[src/include/indicator_pkg.sv]
// Purpose: Constants and types for the modem status indicator and mode control block
// Assumes: pclk at 100 MHz; software drives mode, role and radio events over APB
// Notes: Functional notes follow below
// Functional notes
// - System lamp lit when powered and healthy; command mode shows only it.
// - Receive/sync lamp shows network sync and valid packets received.
// - Transmit lamp shows air transmission; synced slave lights it per packet.
// - Data-mode master holds transmit on; receive lamp only on valid packets.
// - Data-mode master lights one to three strength lamps by strength.
// - Master fast sync or repeater/slave acquisition cycles strength lamps, 300 ms.
// - Acquiring repeater/slave: both lamps off; fast-sync master: transmit on only.
// - Synced repeater: receive lamp first hop portion, transmit lamp second.
// - Synced repeater: one or two lamps by slaves, master strength after 2 s silence.
// - Synced slave holds receive lamp on, one to three strength lamps.
// - Strength averages last four good packets; lamps fill from the left.
// - Button held at power-up boots configuration mode, RS-232 at 9600 baud.
// - Grounded power-down input shuts the device down.
// - RS-232 port carries data 300-230400 baud in data mode, configuration otherwise.
// - Data passes over only one port, RS-232 or RS-422/485.
// - Diagnostic port runs at 115.2 kbaud, firmware upgrade, no AT commands.
// - Clear-to-send driven active low; request-to-send is active-low input.
// - Online command in command mode enters data mode.

package indicator_pkg;

    // =====================================================================
    // Register map (byte addresses)
    localparam logic [7:0] ctrl_addr = 8'h00;
    localparam logic [7:0] rssi_addr = 8'h04;
    localparam logic [7:0] event_addr = 8'h08;
    localparam logic [7:0] status_addr = 8'h0C;
    localparam logic [7:0] thresh_addr = 8'h10;

    // =====================================================================
    // Control fields
    localparam int go_online_bit = 0;
    localparam int go_command_bit = 1;
    localparam int role_lsb = 2;
    localparam int synced_bit = 4;
    localparam int port_sel_bit = 5;
    localparam int core_ok_bit = 6;
    localparam int baud_lsb = 8;

    // Event fields
    localparam int ev_rx_valid_bit = 0;
    localparam int ev_tx_bit = 1;
    localparam int ev_hop_second_bit = 2;
    localparam int ev_from_master_bit = 3;

    // Reset values of thresholds: monotonic ascending
    localparam logic [7:0] thresh1_reset = 8'h40;
    localparam logic [7:0] thresh2_reset = 8'h80;
    localparam logic [7:0] thresh3_reset = 8'hC0;

    // Baud rates
    localparam logic [17:0] baud_config = 18'h02580;
    localparam logic [17:0] baud_min = 18'h0012C;
    localparam logic [17:0] baud_max = 18'h38400;
    localparam logic [17:0] baud_diag = 18'h1C200;

    // =====================================================================
    // Timing
    localparam int clk_mhz = 100;
    localparam int step_ms = 300;
    localparam int silence_ms = 2000;
    localparam int step_cycles = step_ms * 1000 * clk_mhz;
    localparam int silence_cycles = silence_ms * 1000 * clk_mhz;

    typedef enum logic [1:0] {
        role_master,
        role_repeater,
        role_slave,
        role_spare
    } role_type;

    typedef enum logic {
        mode_command,
        mode_data
    } mode_type;

    typedef struct packed {
        logic system_lamp;
        logic receive_sync_lamp;
        logic transmit_lamp;
        logic strength_lamp_three;
        logic strength_lamp_two;
        logic strength_lamp_one;
    } lamps_type;

endpackage

[src/rtl/modem_status_indicator_control.sv]
// Purpose: Lamp patterns, mode control and port selection of the radio modem
// Assumes: Firmware posts radio events and strength samples over APB
// Notes: Board inputs pass two flops; lamps come from flip-flops
//
// The placing of the registers and the APB slave port were left to the implementer.
`timescale 1ns/1ps
`default_nettype none

module modem_status_indicator_control #(
    parameter int step_count = indicator_pkg::step_cycles,
    parameter int silence_count = indicator_pkg::silence_cycles
) (
    // Clock and reset
    input wire logic pclk,
    input wire logic presetn,
    // APB slave
    input wire logic psel,
    input wire logic penable,
    input wire logic pwrite,
    input wire logic [7:0] paddr,
    input wire logic [31:0] pwdata,
    output logic [31:0] prdata,
    output logic pready,
    output logic pslverr,
    // Board inputs
    input wire logic config_button_n,
    input wire logic power_down_input_n,
    input wire logic request_to_send_n,
    // Lamps
    output var indicator_pkg::lamps_type lamps,
    // Port and power control
    output logic clear_to_send_n,
    output logic rs232_data_enable,
    output logic rs485_data_enable,
    output logic diag_at_disable,
    output logic [17:0] rs232_baud,
    output logic [17:0] diag_baud,
    output logic shutdown
);

    // =====================================================================
    // Input synchronisers
    logic [2:0] sync_a;
    logic [2:0] sync_b;
    always_ff @(posedge pclk or negedge presetn) begin
        if (!presetn) begin
            sync_a <= 3'h7;
            sync_b <= 3'h7;
        end else begin
            sync_a <= {config_button_n, power_down_input_n, request_to_send_n};
            sync_b <= sync_a;
        end
    end
    wire logic button_held = !sync_b[2];
    wire logic power_down = !sync_b[1];
    wire logic rts_active = !sync_b[0];

    // =====================================================================
    // APB decode
    wire logic access = psel && penable;
    wire logic wr = access && pwrite;
    wire logic hit_ctrl = paddr == indicator_pkg::ctrl_addr;
    wire logic hit_rssi = paddr == indicator_pkg::rssi_addr;
    wire logic hit_event = paddr == indicator_pkg::event_addr;
    wire logic hit_status = paddr == indicator_pkg::status_addr;
    wire logic hit_thresh = paddr == indicator_pkg::thresh_addr;
    wire logic mapped = hit_ctrl || hit_rssi || hit_event || hit_status || hit_thresh;
    assign pready = 1'b1;
    assign pslverr = access && !mapped;

    // =====================================================================
    // Control state
    indicator_pkg::mode_type mode;
    indicator_pkg::role_type role;
    logic synced;
    logic port_rs485;
    logic core_ok;
    logic [17:0] data_baud;
    logic boot_done;
    logic [7:0] thr1, thr2, thr3;
    logic rx_event, tx_event, hop_second, from_master;
    wire logic ctrl_wr = wr && hit_ctrl;
    wire logic [17:0] wr_baud = pwdata[indicator_pkg::baud_lsb +: 18];
    wire logic baud_ok = wr_baud >= indicator_pkg::baud_min && wr_baud <= indicator_pkg::baud_max;
    // Each threshold is lifted to the one below it, so the order always holds
    wire logic [7:0] wr_thr2 = (pwdata[15:8] < pwdata[7:0]) ? pwdata[7:0] : pwdata[15:8];
    wire logic [7:0] wr_thr3 = (pwdata[23:16] < wr_thr2) ? wr_thr2 : pwdata[23:16];

    // Synchroniser flops reset to idle, so the strap waits for a real pin sample
    logic [1:0] boot_pipe;
    wire logic strap_take = boot_pipe[1] && !boot_done;
    always_ff @(posedge pclk or negedge presetn) begin
        if (!presetn)
            boot_pipe <= 2'h0;
        else
            boot_pipe <= {boot_pipe[0], 1'b1};
    end

    always_ff @(posedge pclk or negedge presetn) begin
        if (!presetn) begin
            mode <= indicator_pkg::mode_command;
            role <= indicator_pkg::role_master;
            synced <= 1'b0;
            port_rs485 <= 1'b0;
            core_ok <= 1'b1;
            data_baud <= indicator_pkg::baud_config;
            boot_done <= 1'b0;
        end else begin
            boot_done <= boot_pipe[1];
            if (strap_take) begin
                // Strap caught once the synchroniser holds a pin sample
                if (button_held) begin
                    mode <= indicator_pkg::mode_command;
                    port_rs485 <= 1'b0;
                    data_baud <= indicator_pkg::baud_config;
                end else begin
                    mode <= indicator_pkg::mode_data;
                end
            end else if (boot_done && ctrl_wr) begin
                if (pwdata[indicator_pkg::go_online_bit])
                    mode <= indicator_pkg::mode_data;
                else if (pwdata[indicator_pkg::go_command_bit])
                    mode <= indicator_pkg::mode_command;
                role <= indicator_pkg::role_type'(pwdata[indicator_pkg::role_lsb +: 2]);
                synced <= pwdata[indicator_pkg::synced_bit];
                port_rs485 <= pwdata[indicator_pkg::port_sel_bit];
                core_ok <= pwdata[indicator_pkg::core_ok_bit];
                if (baud_ok)
                    data_baud <= wr_baud;
            end
        end
    end

    // Radio events are levels posted by firmware
    always_ff @(posedge pclk or negedge presetn) begin
        if (!presetn) begin
            rx_event <= 1'b0;
            tx_event <= 1'b0;
            hop_second <= 1'b0;
            from_master <= 1'b0;
            thr1 <= indicator_pkg::thresh1_reset;
            thr2 <= indicator_pkg::thresh2_reset;
            thr3 <= indicator_pkg::thresh3_reset;
        end else begin
            if (wr && hit_event) begin
                rx_event <= pwdata[indicator_pkg::ev_rx_valid_bit];
                tx_event <= pwdata[indicator_pkg::ev_tx_bit];
                hop_second <= pwdata[indicator_pkg::ev_hop_second_bit];
                from_master <= pwdata[indicator_pkg::ev_from_master_bit];
            end
            // Lifted on write so thresholds stay monotonic
            if (wr && hit_thresh) begin
                thr1 <= pwdata[7:0];
                thr2 <= wr_thr2;
                thr3 <= wr_thr3;
            end
        end
    end

    // =====================================================================
    // Strength average over last four good packets
    logic [7:0] samples [4];
    wire logic sample_wr = wr && hit_rssi;
    wire logic slave_sample = sample_wr && !from_master;
    always_ff @(posedge pclk or negedge presetn) begin
        if (!presetn) begin
            for (int i = 0; i < 4; i++)
                samples[i] <= 8'h00;
        end else if (sample_wr) begin
            samples[0] <= pwdata[7:0];
            for (int i = 1; i < 4; i++)
                samples[i] <= samples[i - 1];
        end
    end
    wire logic [9:0] sum = 10'(samples[0]) + 10'(samples[1]) + 10'(samples[2]) + 10'(samples[3]);
    wire logic [7:0] strength = sum[9:2];
    wire logic [1:0] level = (strength >= thr3) ? 2'h3 : (strength >= thr2) ? 2'h2 : 2'h1;

    // Slave silence timer for the repeater fallback
    logic [31:0] silence;
    wire logic slaves_silent = silence >= 32'(silence_count);
    always_ff @(posedge pclk or negedge presetn) begin
        if (!presetn)
            silence <= 32'h0;
        else if (slave_sample)
            silence <= 32'h0;
        else if (!slaves_silent)
            silence <= silence + 32'h1;
    end

    // =====================================================================
    // Cycling step timer
    logic [31:0] step_timer;
    logic [1:0] cycle_pos;
    wire logic step_end = step_timer >= 32'(step_count - 1);
    always_ff @(posedge pclk or negedge presetn) begin
        if (!presetn) begin
            step_timer <= 32'h0;
            cycle_pos <= 2'h0;
        end else if (step_end) begin
            step_timer <= 32'h0;
            cycle_pos <= (cycle_pos == 2'h2) ? 2'h0 : cycle_pos + 2'h1;
        end else begin
            step_timer <= step_timer + 32'h1;
        end
    end

    // =====================================================================
    // Lamp pattern
    wire logic is_data = mode == indicator_pkg::mode_data;
    wire logic is_master = role == indicator_pkg::role_master;
    wire logic is_repeater = role == indicator_pkg::role_repeater;
    wire logic acquiring = is_data && !synced;
    wire logic [2:0] cycle_lamps = 3'h1 << cycle_pos;
    // Repeater shows strength capped at two; master packets blank it until slaves went quiet
    wire logic use_level = !is_repeater || slaves_silent || !from_master;
    wire logic [1:0] rep_level = (level == 2'h3) ? 2'h2 : level;
    wire logic [1:0] shown = is_repeater ? rep_level : level;
    wire logic [2:0] fill = (shown == 2'h3) ? 3'h7 : (shown == 2'h2) ? 3'h3 : 3'h1;
    indicator_pkg::lamps_type next_lamps;
    always_comb begin
        next_lamps = '0;
        next_lamps.system_lamp = core_ok && !power_down;
        if (!is_data || power_down) begin
            next_lamps.receive_sync_lamp = 1'b0;
        end else if (acquiring) begin
            next_lamps.transmit_lamp = is_master;
            {next_lamps.strength_lamp_three, next_lamps.strength_lamp_two,
                next_lamps.strength_lamp_one} = cycle_lamps;
        end else begin
            if (is_master) begin
                next_lamps.transmit_lamp = 1'b1;
                next_lamps.receive_sync_lamp = rx_event;
            end else if (is_repeater) begin
                next_lamps.receive_sync_lamp = !hop_second;
                next_lamps.transmit_lamp = hop_second;
            end else begin
                next_lamps.receive_sync_lamp = 1'b1;
                next_lamps.transmit_lamp = tx_event;
            end
            if (use_level)
                {next_lamps.strength_lamp_three, next_lamps.strength_lamp_two,
                    next_lamps.strength_lamp_one} = fill;
        end
    end

    always_ff @(posedge pclk or negedge presetn) begin
        if (!presetn) begin
            lamps <= '0;
            clear_to_send_n <= 1'b1;
            rs232_data_enable <= 1'b0;
            rs485_data_enable <= 1'b0;
            shutdown <= 1'b0;
        end else begin
            lamps <= next_lamps;
            clear_to_send_n <= !(rts_active && is_data && !power_down);
            rs232_data_enable <= is_data && !port_rs485 && !power_down;
            rs485_data_enable <= is_data && port_rs485 && !power_down;
            shutdown <= power_down;
        end
    end

    assign rs232_baud = is_data ? data_baud : indicator_pkg::baud_config;
    assign diag_baud = indicator_pkg::baud_diag;
    assign diag_at_disable = 1'b1;

    // =====================================================================
    // Read mux
    wire logic [31:0] ctrl_rd = {6'h0, data_baud, 1'b0, core_ok, port_rs485, synced, role,
        2'h0};
    wire logic [31:0] status_rd = {20'h0, mode, shutdown, slaves_silent, level, 1'b0,
        lamps};
    assign prdata = hit_ctrl ? ctrl_rd :
        hit_rssi ? {24'h0, strength} :
        hit_event ? {28'h0, from_master, hop_second, tx_event, rx_event} :
        hit_status ? status_rd :
        hit_thresh ? {8'h0, thr3, thr2, thr1} : 32'h0;

    // =====================================================================
    // Checks
    command_dark_a: assert property (@(posedge pclk) disable iff (!presetn)
        !$past(is_data) |-> !lamps.transmit_lamp && !lamps.receive_sync_lamp
        && lamps[2:0] == 3'h0) else $error("lamps lit in command mode");
    master_tx_a: assert property (@(posedge pclk) disable iff (!presetn)
        $past(is_data && synced && is_master && !power_down) |-> lamps.transmit_lamp)
        else $error("master transmit lamp off");
    acquire_dark_a: assert property (@(posedge pclk) disable iff (!presetn)
        $past(acquiring && !is_master) |-> !lamps.transmit_lamp && !lamps.receive_sync_lamp)
        else $error("acquiring lamps lit");
    slave_rx_a: assert property (@(posedge pclk) disable iff (!presetn)
        $past(is_data && synced && role == indicator_pkg::role_slave && !power_down)
        |-> lamps.receive_sync_lamp) else $error("slave sync lamp off");
    fill_left_a: assert property (@(posedge pclk) disable iff (!presetn)
        $past(is_data && synced) && lamps.strength_lamp_two |-> lamps.strength_lamp_one)
        else $error("strength lamps not filled from left");
    one_port_a: assert property (@(posedge pclk) disable iff (!presetn)
        !(rs232_data_enable && rs485_data_enable)) else $error("both ports on");
    shutdown_a: assert property (@(posedge pclk) disable iff (!presetn)
        power_down |=> shutdown) else $error("shutdown missed");
    online_a: assert property (@(posedge pclk) disable iff (!presetn)
        boot_done && ctrl_wr && pwdata[indicator_pkg::go_online_bit] |=> is_data)
        else $error("online command ignored");
    hop_split_a: assert property (@(posedge pclk) disable iff (!presetn)
        $past(is_data && synced && is_repeater && !power_down) |-> lamps.transmit_lamp
        == $past(hop_second) && lamps.receive_sync_lamp == !$past(hop_second))
        else $error("repeater hop lamps wrong");
    strap_mode_a: assert property (@(posedge pclk) disable iff (!presetn)
        strap_take && button_held |=> !is_data) else $error("strap mode wrong");
    thr_order_a: assert property (@(posedge pclk) disable iff (!presetn)
        thr1 <= thr2 && thr2 <= thr3) else $error("thresholds out of order");

endmodule // modem_status_indicator_control

`default_nettype wire

[config.mk]
export PLATFORM = sky130hd
export DESIGN_NAME = modem_status_indicator_control
export DESIGN_NICKNAME = d
export VERILOG_FILES = /design/src/include/indicator_pkg.sv /design/src/rtl/modem_status_indicator_control.sv
export SDC_FILE = /design/constraint.sdc
export NUM_CORES = 1
export LEC_CHECK = 0
export BUFFER_PORTS_ARGS = -buffer_cell sky130_fd_sc_hd__buf_2
export CAP_MARGIN = 20
export CELL_PAD_IN_SITES_DETAIL_PLACEMENT = 0
export CELL_PAD_IN_SITES_GLOBAL_PLACEMENT = 2
export CORE_MARGIN = 4
export CORE_UTILIZATION = 39
export CTS_CLUSTER_SIZE = 24
export DETAILED_ROUTE_END_ITERATION = 12
export PLACE_DENSITY_LB_ADDON = 0.1
export SLEW_MARGIN = 25
export SYNTH_ARGS = -nofsm -noshare
export SYNTH_HDL_FRONTEND = slang
export SYNTH_SLANG_ARGS = --single-unit
[constraint.sdc]
create_clock -name pclk -period 11.1 [get_ports pclk]
set_clock_uncertainty 0.15 [all_clocks]
set_input_delay 2.22 -clock pclk [delete_from_list [all_inputs] [get_ports pclk]]
set_output_delay 2.22 -clock pclk [all_outputs]
set_load 0.05 [all_outputs]
==> results of run 1 <==
[cell type report]
class                   instances  share of cell area
clock buffers                  17             0.03824
clock inverters                15             0.01440
inverters                     108             0.03644
multi-input cells             731              0.4424
flip-flops and latches        169              0.3820
well taps                     324             0.03644
repair buffers                105             0.05016
[critical path: stages, from the launching register on]
cell and delay (ns):
dfrtp_1 0.35, inv_1 0.06, fa_1 0.54, inv_1 0.06, fa_1 0.47, nand2_1 0.08, nor2_1 0.05, fa_1 0.40
a21o_1 0.21, a21oi_1 0.31, o211ai_1 0.19, xor2_1 0.47, ha_1 0.36, and3_1 0.17, a21oi_1 0.09, o21ai_0 0.09
o41a_1 0.41, nand3b_1 0.13, o311a_1 0.18, buf_2 0.30
[sequential cells by signal (all words and copies together), names as in the netlist, 2 cells and up]
signal and count:
thr1 8, thr3 8, cycle_pos 2, step_timer 32, data_baud 18, lamps 6, silence 32, boot_pipe 2
thr2 8, role 2, samples 32, sync_b 3, sync_a 3
[logic make-up (layout without fill, tap and decap cells)]
family / Yosys count / after routing / share of synthesized area
simple gates: 355 / 355 / 0.1851
compound gates: 206 / 206 / 0.1370
buf+inv: 170 / 245 / 0.07618
flops: 169 / 169 / 0.4356
fa+ha+maj: 56 / 56 / 0.08414
mux: 49 / 49 / 0.05348
xor+xnor: 31 / 31 / 0.02783
other cells: 2 / 34 / 0.0007698
[cells in the final DEF (no fill, tap or decap), types with 5 or more instances in the layout]
cell and instances:
nor3_1 15, nand2b_1 23, and3_1 18, a21oi_1 37, inv_8 5, ha_1 40
nor2_1 70, xor2_1 21, nand2_1 102, a31oi_1 17, nor4_1 5, o21ai_0 72
nand3_1 38, dfstp_2 16, o21a_1 9, o211ai_1 5, nand4_1 21, or3_1 9
or2_2 6, clkbuf_16 17, buf_4 8, mux2_2 25, fa_1 16, a211oi_1 7
or4_1 10, dfrtp_1 153, inv_1 107, buf_2 95, xnor2_1 10, and2_1 20
o31ai_1 5, a22o_1 14, a21o_1 10, conb_1 34, mux2i_1 24
[metrics by stage]
step | hold WS [ns] | instances
detailed placement | 0.1847 | 1437
global route | 0.2092 | 1469
finish | 0.2055 | 1469
CTS | 0.2036 | 1469
floorplan | 0.1812 | 1070
global placement | 0.1842 | 1437
[routing by layer]
layer  wire length (um)  share of wire  track usage
met5                  0              0            0
met3               1051          0.039      0.03856
met4                238         0.0089      0.03730
met1              13150           0.49       0.2784
met2              12370           0.46       0.3173
[power by group]
group	internal, W	total [W]	switching, W
Clock	0.000301	0.000592	0.000291
Sequential	0.000659	0.000696	0.0000374
Combinational	0.0000696	0.000245	0.000176
[path summary, 6_finish.rpt]
check / startpoint / endpoint / slack [ns] / depth (start not counted)
setup reg to reg: samples[1] / lamps[1] / 6.14 / 18
hold reg to reg: boot_pipe[0] / boot_pipe[1] / 0.21 / 0
min in group asynchronous: presetn / silence[13] / 1.50 / 1
hold / removal: boot_pipe[0] / boot_pipe[1] / 0.21 / 0
setup / recovery: samples[1] / prdata[7] / 3.39 / 19
max in group asynchronous: presetn / data_baud[5] / 8.12 / 2
==> summary.md, run 1 <==
| Metric | Value |
|---|---|
| Layout fillers | `2443` |
| Total Power | `about 0.0015 W` |
| Clock Latency Late Sink | `0.44 ns` |
| Most used DFF post-synth | `dfrtp_1` |
| Vias in the first global route | `7589` |
| First-pass GRT wire length | `43.13 mm` |
| CTS tree | `yes` |
| CP startpoint kind | `flop` |
| I/O pins | `between 100 and 150` |
| Synth top cells by count | `dfrtp_1, inv_1, nand2_1, o21ai_0, nor2_1` |
| Largest net degree at the start of global routing | `75` |
| Post-Place Setup Slack | `3.833 ns` |
| Most common cell in the synthesized netlist | `dfrtp_1` |
| Final worst setup slack | `3.388 ns` |
| Mapped cell area | `9756 um2` |
| Synth area leaders | `dfrtp_1, ha_1, dfstp_2, inv_1, nand2_1` |
| Die Width | `166.2 um` |
| Maximum clock rate | `129.7 MHz` |
| Layout Utilization | `0.4548` |
| Critical path required time | `between 8 and 9 ns` |
| Leakage | `~5.2 nW` |
| Synth-to-Final Area Change | `14.03%` |
| Worst Path Arrival | `5.34 ns` |
| Std cell rows | `57` |
| Routability congestion estimate | `0.8218` |
| Sequential cell area | `4249 um2` |
| Fin. max-slew vios | `0` |
| HP Class | `flop to flop` |
| Hold Fails Final Rpt | `0` |
| Register area share after synthesis | `0.4356` |
| Cell taking the most area after synthesis | `dfrtp_1` |
| Post-synth ARST share | `1.000` |
| Routed WL | `26.81 mm` |
| CP Capture Type | `output port` |
| Cts-stage hold buffer count | `0` |
| FF+latch count, synth | `169` |
| Mapped Cells | `1038` |
| DP HPWL | `19.65 mm` |
| GRT Total Usage | `0.1965` |
| Fin crit share | `0.6947` |
| Reg clk slew, reported paths | `0.08 ns` |
| Placed inst area | `approximately 11000 um2` |
| RSZ-0062 raised after global routing | `false` |
| Via density | `5.174` |
| Die area | `roughly 28000 um2` |
| Number of post-CTS setup repair buffers | `0` |
| Number of flops mapped to enable cells by yosys | `0` |
| Final setup viols | `0` |
| Setup TNS | `0 ns` |
| Ys Warns | `0` |
| Post-synth top area share | `0.3925` |
| Ratio of cells with drive above 1 in the final layout | `0.1703` |
| Detailed-route via count | `7600` |
| Initial Utilization | `0.3988` |
| Port Buffer Count | `between 90 and 100` |
| DR WL/cell | `18.25 um` |
| Die height | `around 170 um` |
| # DRC | `0` |
| Starting DRT DRC Count | `466` |
| Post-cts sizing count | `0` |
| Worst-Margin Slew | `0.9341 ns` |
| Post-layout nets | `1236` |
| Status | `complete, no violations` |
| Root buffer cell | `clkbuf_16` |
| CTS sink count | `169` |
| Fin crit period | `about 7.7 ns` |
| Antenna diode count | `0` |
| Multi-input gate area | `4921 um2` |
| Pwr Density | `137.8 nW/um2` |
| CTS Buffer Depth | `2` |
| Max Cap Viol | `0` |
| Number of H-tree levels | `4` |
| Max-Slew Margin vs Limit | `0.3773` |
| WS Path Type | `flop to output port` |
| Syn Area/Cell | `9.398 um2` |
| Core area | `24460 um2` |
| Crit-path max FO | `3` |
| CTS Buf Count | `17` |
| Antenna viol nets, final | `0` |
| Post-route design area | `11120 um2` |
| Initial antenna violation count | `0` |
| Cell variety after synth | `65` |
| Worst VDD drop | `0.00007279 V` |
| DRT Pass-1 Iters | `5` |
| GRT overflow | `0` |
Power figures use the tool's default switching activity.
==> run 2: changes to the inputs <==
- CORE_UTILIZATION: 39 -> 33
- clock period: 11.1 -> 6.8 ns (I/O delays scaled with it)
==> run 2 against run 1 <==
Against the previous run:
- critical endpoint unchanged
- largest cell class unchanged
- register-to-register slack got worse by 4.0 ns
- sequential share of layout area decreased by 0.44 points
- die area is 17% higher
- largest power group unchanged
- first-iteration DRC count is 6.4% higher
- core utilization down 6.6 points
- clock power is 74% higher
- sequential power is 64% higher
- critical path type unchanged
- count of clock-buffer cells in the layout unchanged
- via count is 0.21% higher
==> summary.md, run 2 (synthesis gave the netlist of run 1 again) <==
| Metric | Value |
|---|---|
| HP Class | `flop to flop` |
| Layout Utilization | `0.3889` |
| Std cell rows | `62` |
| CTS sink count | `169` |
| Routed WL | `28.50 mm` |
| Slowest stage delay, CP | `0.51 ns` |
| Worst VDD drop | `0.0001688 V` |
| Worst Path Arrival | `between 5 and 6 ns` |
| CTS Buf Count | `17` |
| CTS Buffer Depth | `2` |
| Fin. max-slew vios | `0` |
| Maximum clock rate | `153.1 MHz` |
| Routability congestion estimate | `approximately 0.8` |
| Clock Latency Late Sink | `about 0.44 ns` |
| DRT Pass-1 Iters | `5` |
| Max Cap Viol | `0` |
| Buf+Inv Stages, Crit Path | `3` |
| Post-route design area | `11250 um2` |
| Regs by FF count | `samples (32), silence (32), step_timer (32)` |
| Hold_ws | `0.2014 ns` |
| Pwr Density | `between 200 and 250 nW/um2` |
| WS Path Type | `flop to output port` |
| Max-Slew Margin vs Limit | `0.3102` |
| Final setup viols | `0` |
| Post-layout nets | `1237` |
| Vias in the first global route | `about 7700` |
| Critical path's top delay family | `adder cells` |
| CP Capture Type | `output port` |
| CP max-delay cell | `fa_1` |
| Commonest non-fill, non-tap cell in the layout | `dfrtp_1` |
| Reg clk slew, reported paths | `0.07 ns` |
| Port Buffer Count | `96` |
| Fin crit share | `0.9602` |
| Die height | `~180 um` |
| Die Width | `179.9 um` |
| Die area | `32380 um2` |
| Number of post-CTS setup repair buffers | `0` |
| Antenna viol nets, final | `0` |
| I/O pins | `129` |
| # DRC | `0` |
| DP HPWL | `slightly above 20 mm` |
| Core area | `28940 um2` |
| Critical path required time | `5.29 ns` |
| Most frequent cells in the layout | `dfrtp_1, inv_1, nand2_1, buf_2` |
| DR WL/cell | `about 19 um` |
| Starting DRT DRC Count | `~500` |
| Hold Fails Final Rpt | `0` |
| CTS tree | `yes` |
| Via density | `4.978` |
| Critical Path, Cell by Cell | `inv_1 -> fa_1 -> fa_1 -> inv_1 -> ha_1 -> and4b_1 -> o31a_1 -> o21ai_2 -> o22ai_2 -> or2_2 -> ha_1 -> and2_1 -> o21ai_0 -> o21ai_0 -> o41a_1 -> nand3b_1 -> o311a_1 -> clkbuf_4` |
| RSZ-0062 raised after global routing | `false` |
| First-pass GRT wire length | `45.26 mm` |
| Final worst setup slack | `0.2703 ns` |
| Crit-path max FO | `4` |
| Number of H-tree levels | `4` |
| GRT Total Usage | `0.1772` |
| Post-Place Setup Slack | `0.6018 ns` |
| Synth-to-Final Area Change | `15.35%` |
| Placed inst area | `roughly 11000 um2` |
| Detailed-route via count | `7616` |
| Leakage | `5.258 nW` |
| Initial Utilization | `0.3372` |
| Antenna diode count | `0` |
| Worst-Margin Slew | `1.028 ns` |
| Reg-to-reg setup timing slack | `2.13 ns` |
| Initial antenna violation count | `0` |
| GRT overflow | `0` |
| Ratio of cells with drive above 1 in the final layout | `0.1745` |
| Setup TNS | `0 ns` |
| Fin crit period | `between 6 and 7 ns` |
| Largest net degree at the start of global routing | `between 100 and 150` |
| Status | `complete, no violations` |
| Root buffer cell | `clkbuf_16` |
| CP startpoint kind | `flop` |
-- run 2: metal layers --
layer / track usage / wire [um] / share of wire / up-vias
li1: - / - / - / 3714
met3: 0.03011 / 1240 / 0.044 / 25
met1: 0.2541 / 13820 / 0.48 / 3710
met5: 0 / 0 / 0 / -
met2: 0.2784 / 12960 / 0.45 / 167
met4: 0.04755 / 478 / 0.017 / 0
-- run 2: power by group --
group | internal (W) | total, W | switching, W
Combinational | 0.000114 | 0.000400 | 0.000287
Sequential | 0.00108 | 0.00114 | 0.0000636
Clock | 0.000558 | 0.00103 | 0.000471
-- run 2: through the flow --
step,instances,total power [W]
2_1_floorplan,1070,0.001431
3_3_place_gp,1498,0.001562
3_5_place_dp,1498,0.001563
4_1_cts,1530,0.002608
5_1_grt,1530,0.002693
6_report,1530,0.002568
-- run 2: cell type report --
type                       count  area [um2]
inverter                     108       405.4
tap                          384       480.5
sequential                   169        4249
clock inverter                15       178.9
clock buffer                  17       425.4
multi-input combinational    731        4937
fill                        2945       17680
timing repair buffer         106       576.8
-- run 2: what timing repair did --
action,in CTS,in global routing
hold buffers,0,0
setup endpoints to repair,0,2
gates resized for setup,0,7
-- run 2: worst reg2reg max path, stage by stage, from the launching register on --
cell	delay [ns]
dfrtp_1	0.38
inv_1	0.09
fa_1	0.44
fa_1	0.51
inv_1	0.06
ha_1	0.30
and4b_1	0.23
o31a_1	0.29
o21ai_2	0.14
o22ai_2	0.09
or2_2	0.35
ha_1	0.31
and2_1	0.15
o21ai_0	0.12
o21ai_0	0.13
o41a_1	0.40
o21ai_0	0.28
a211oi_1	0.12
-- run 2: path summary, 6_finish.rpt --
kind,startpoint,to,cells after the start
min,boot_pipe[0],boot_pipe[1],0
min in group asynchronous,presetn,silence[8],1
max,samples[10],prdata[7],18
max in group asynchronous,presetn,samples[20],2
min reg2reg,boot_pipe[0],boot_pipe[1],0
max reg2reg,samples[10],lamps[1],17
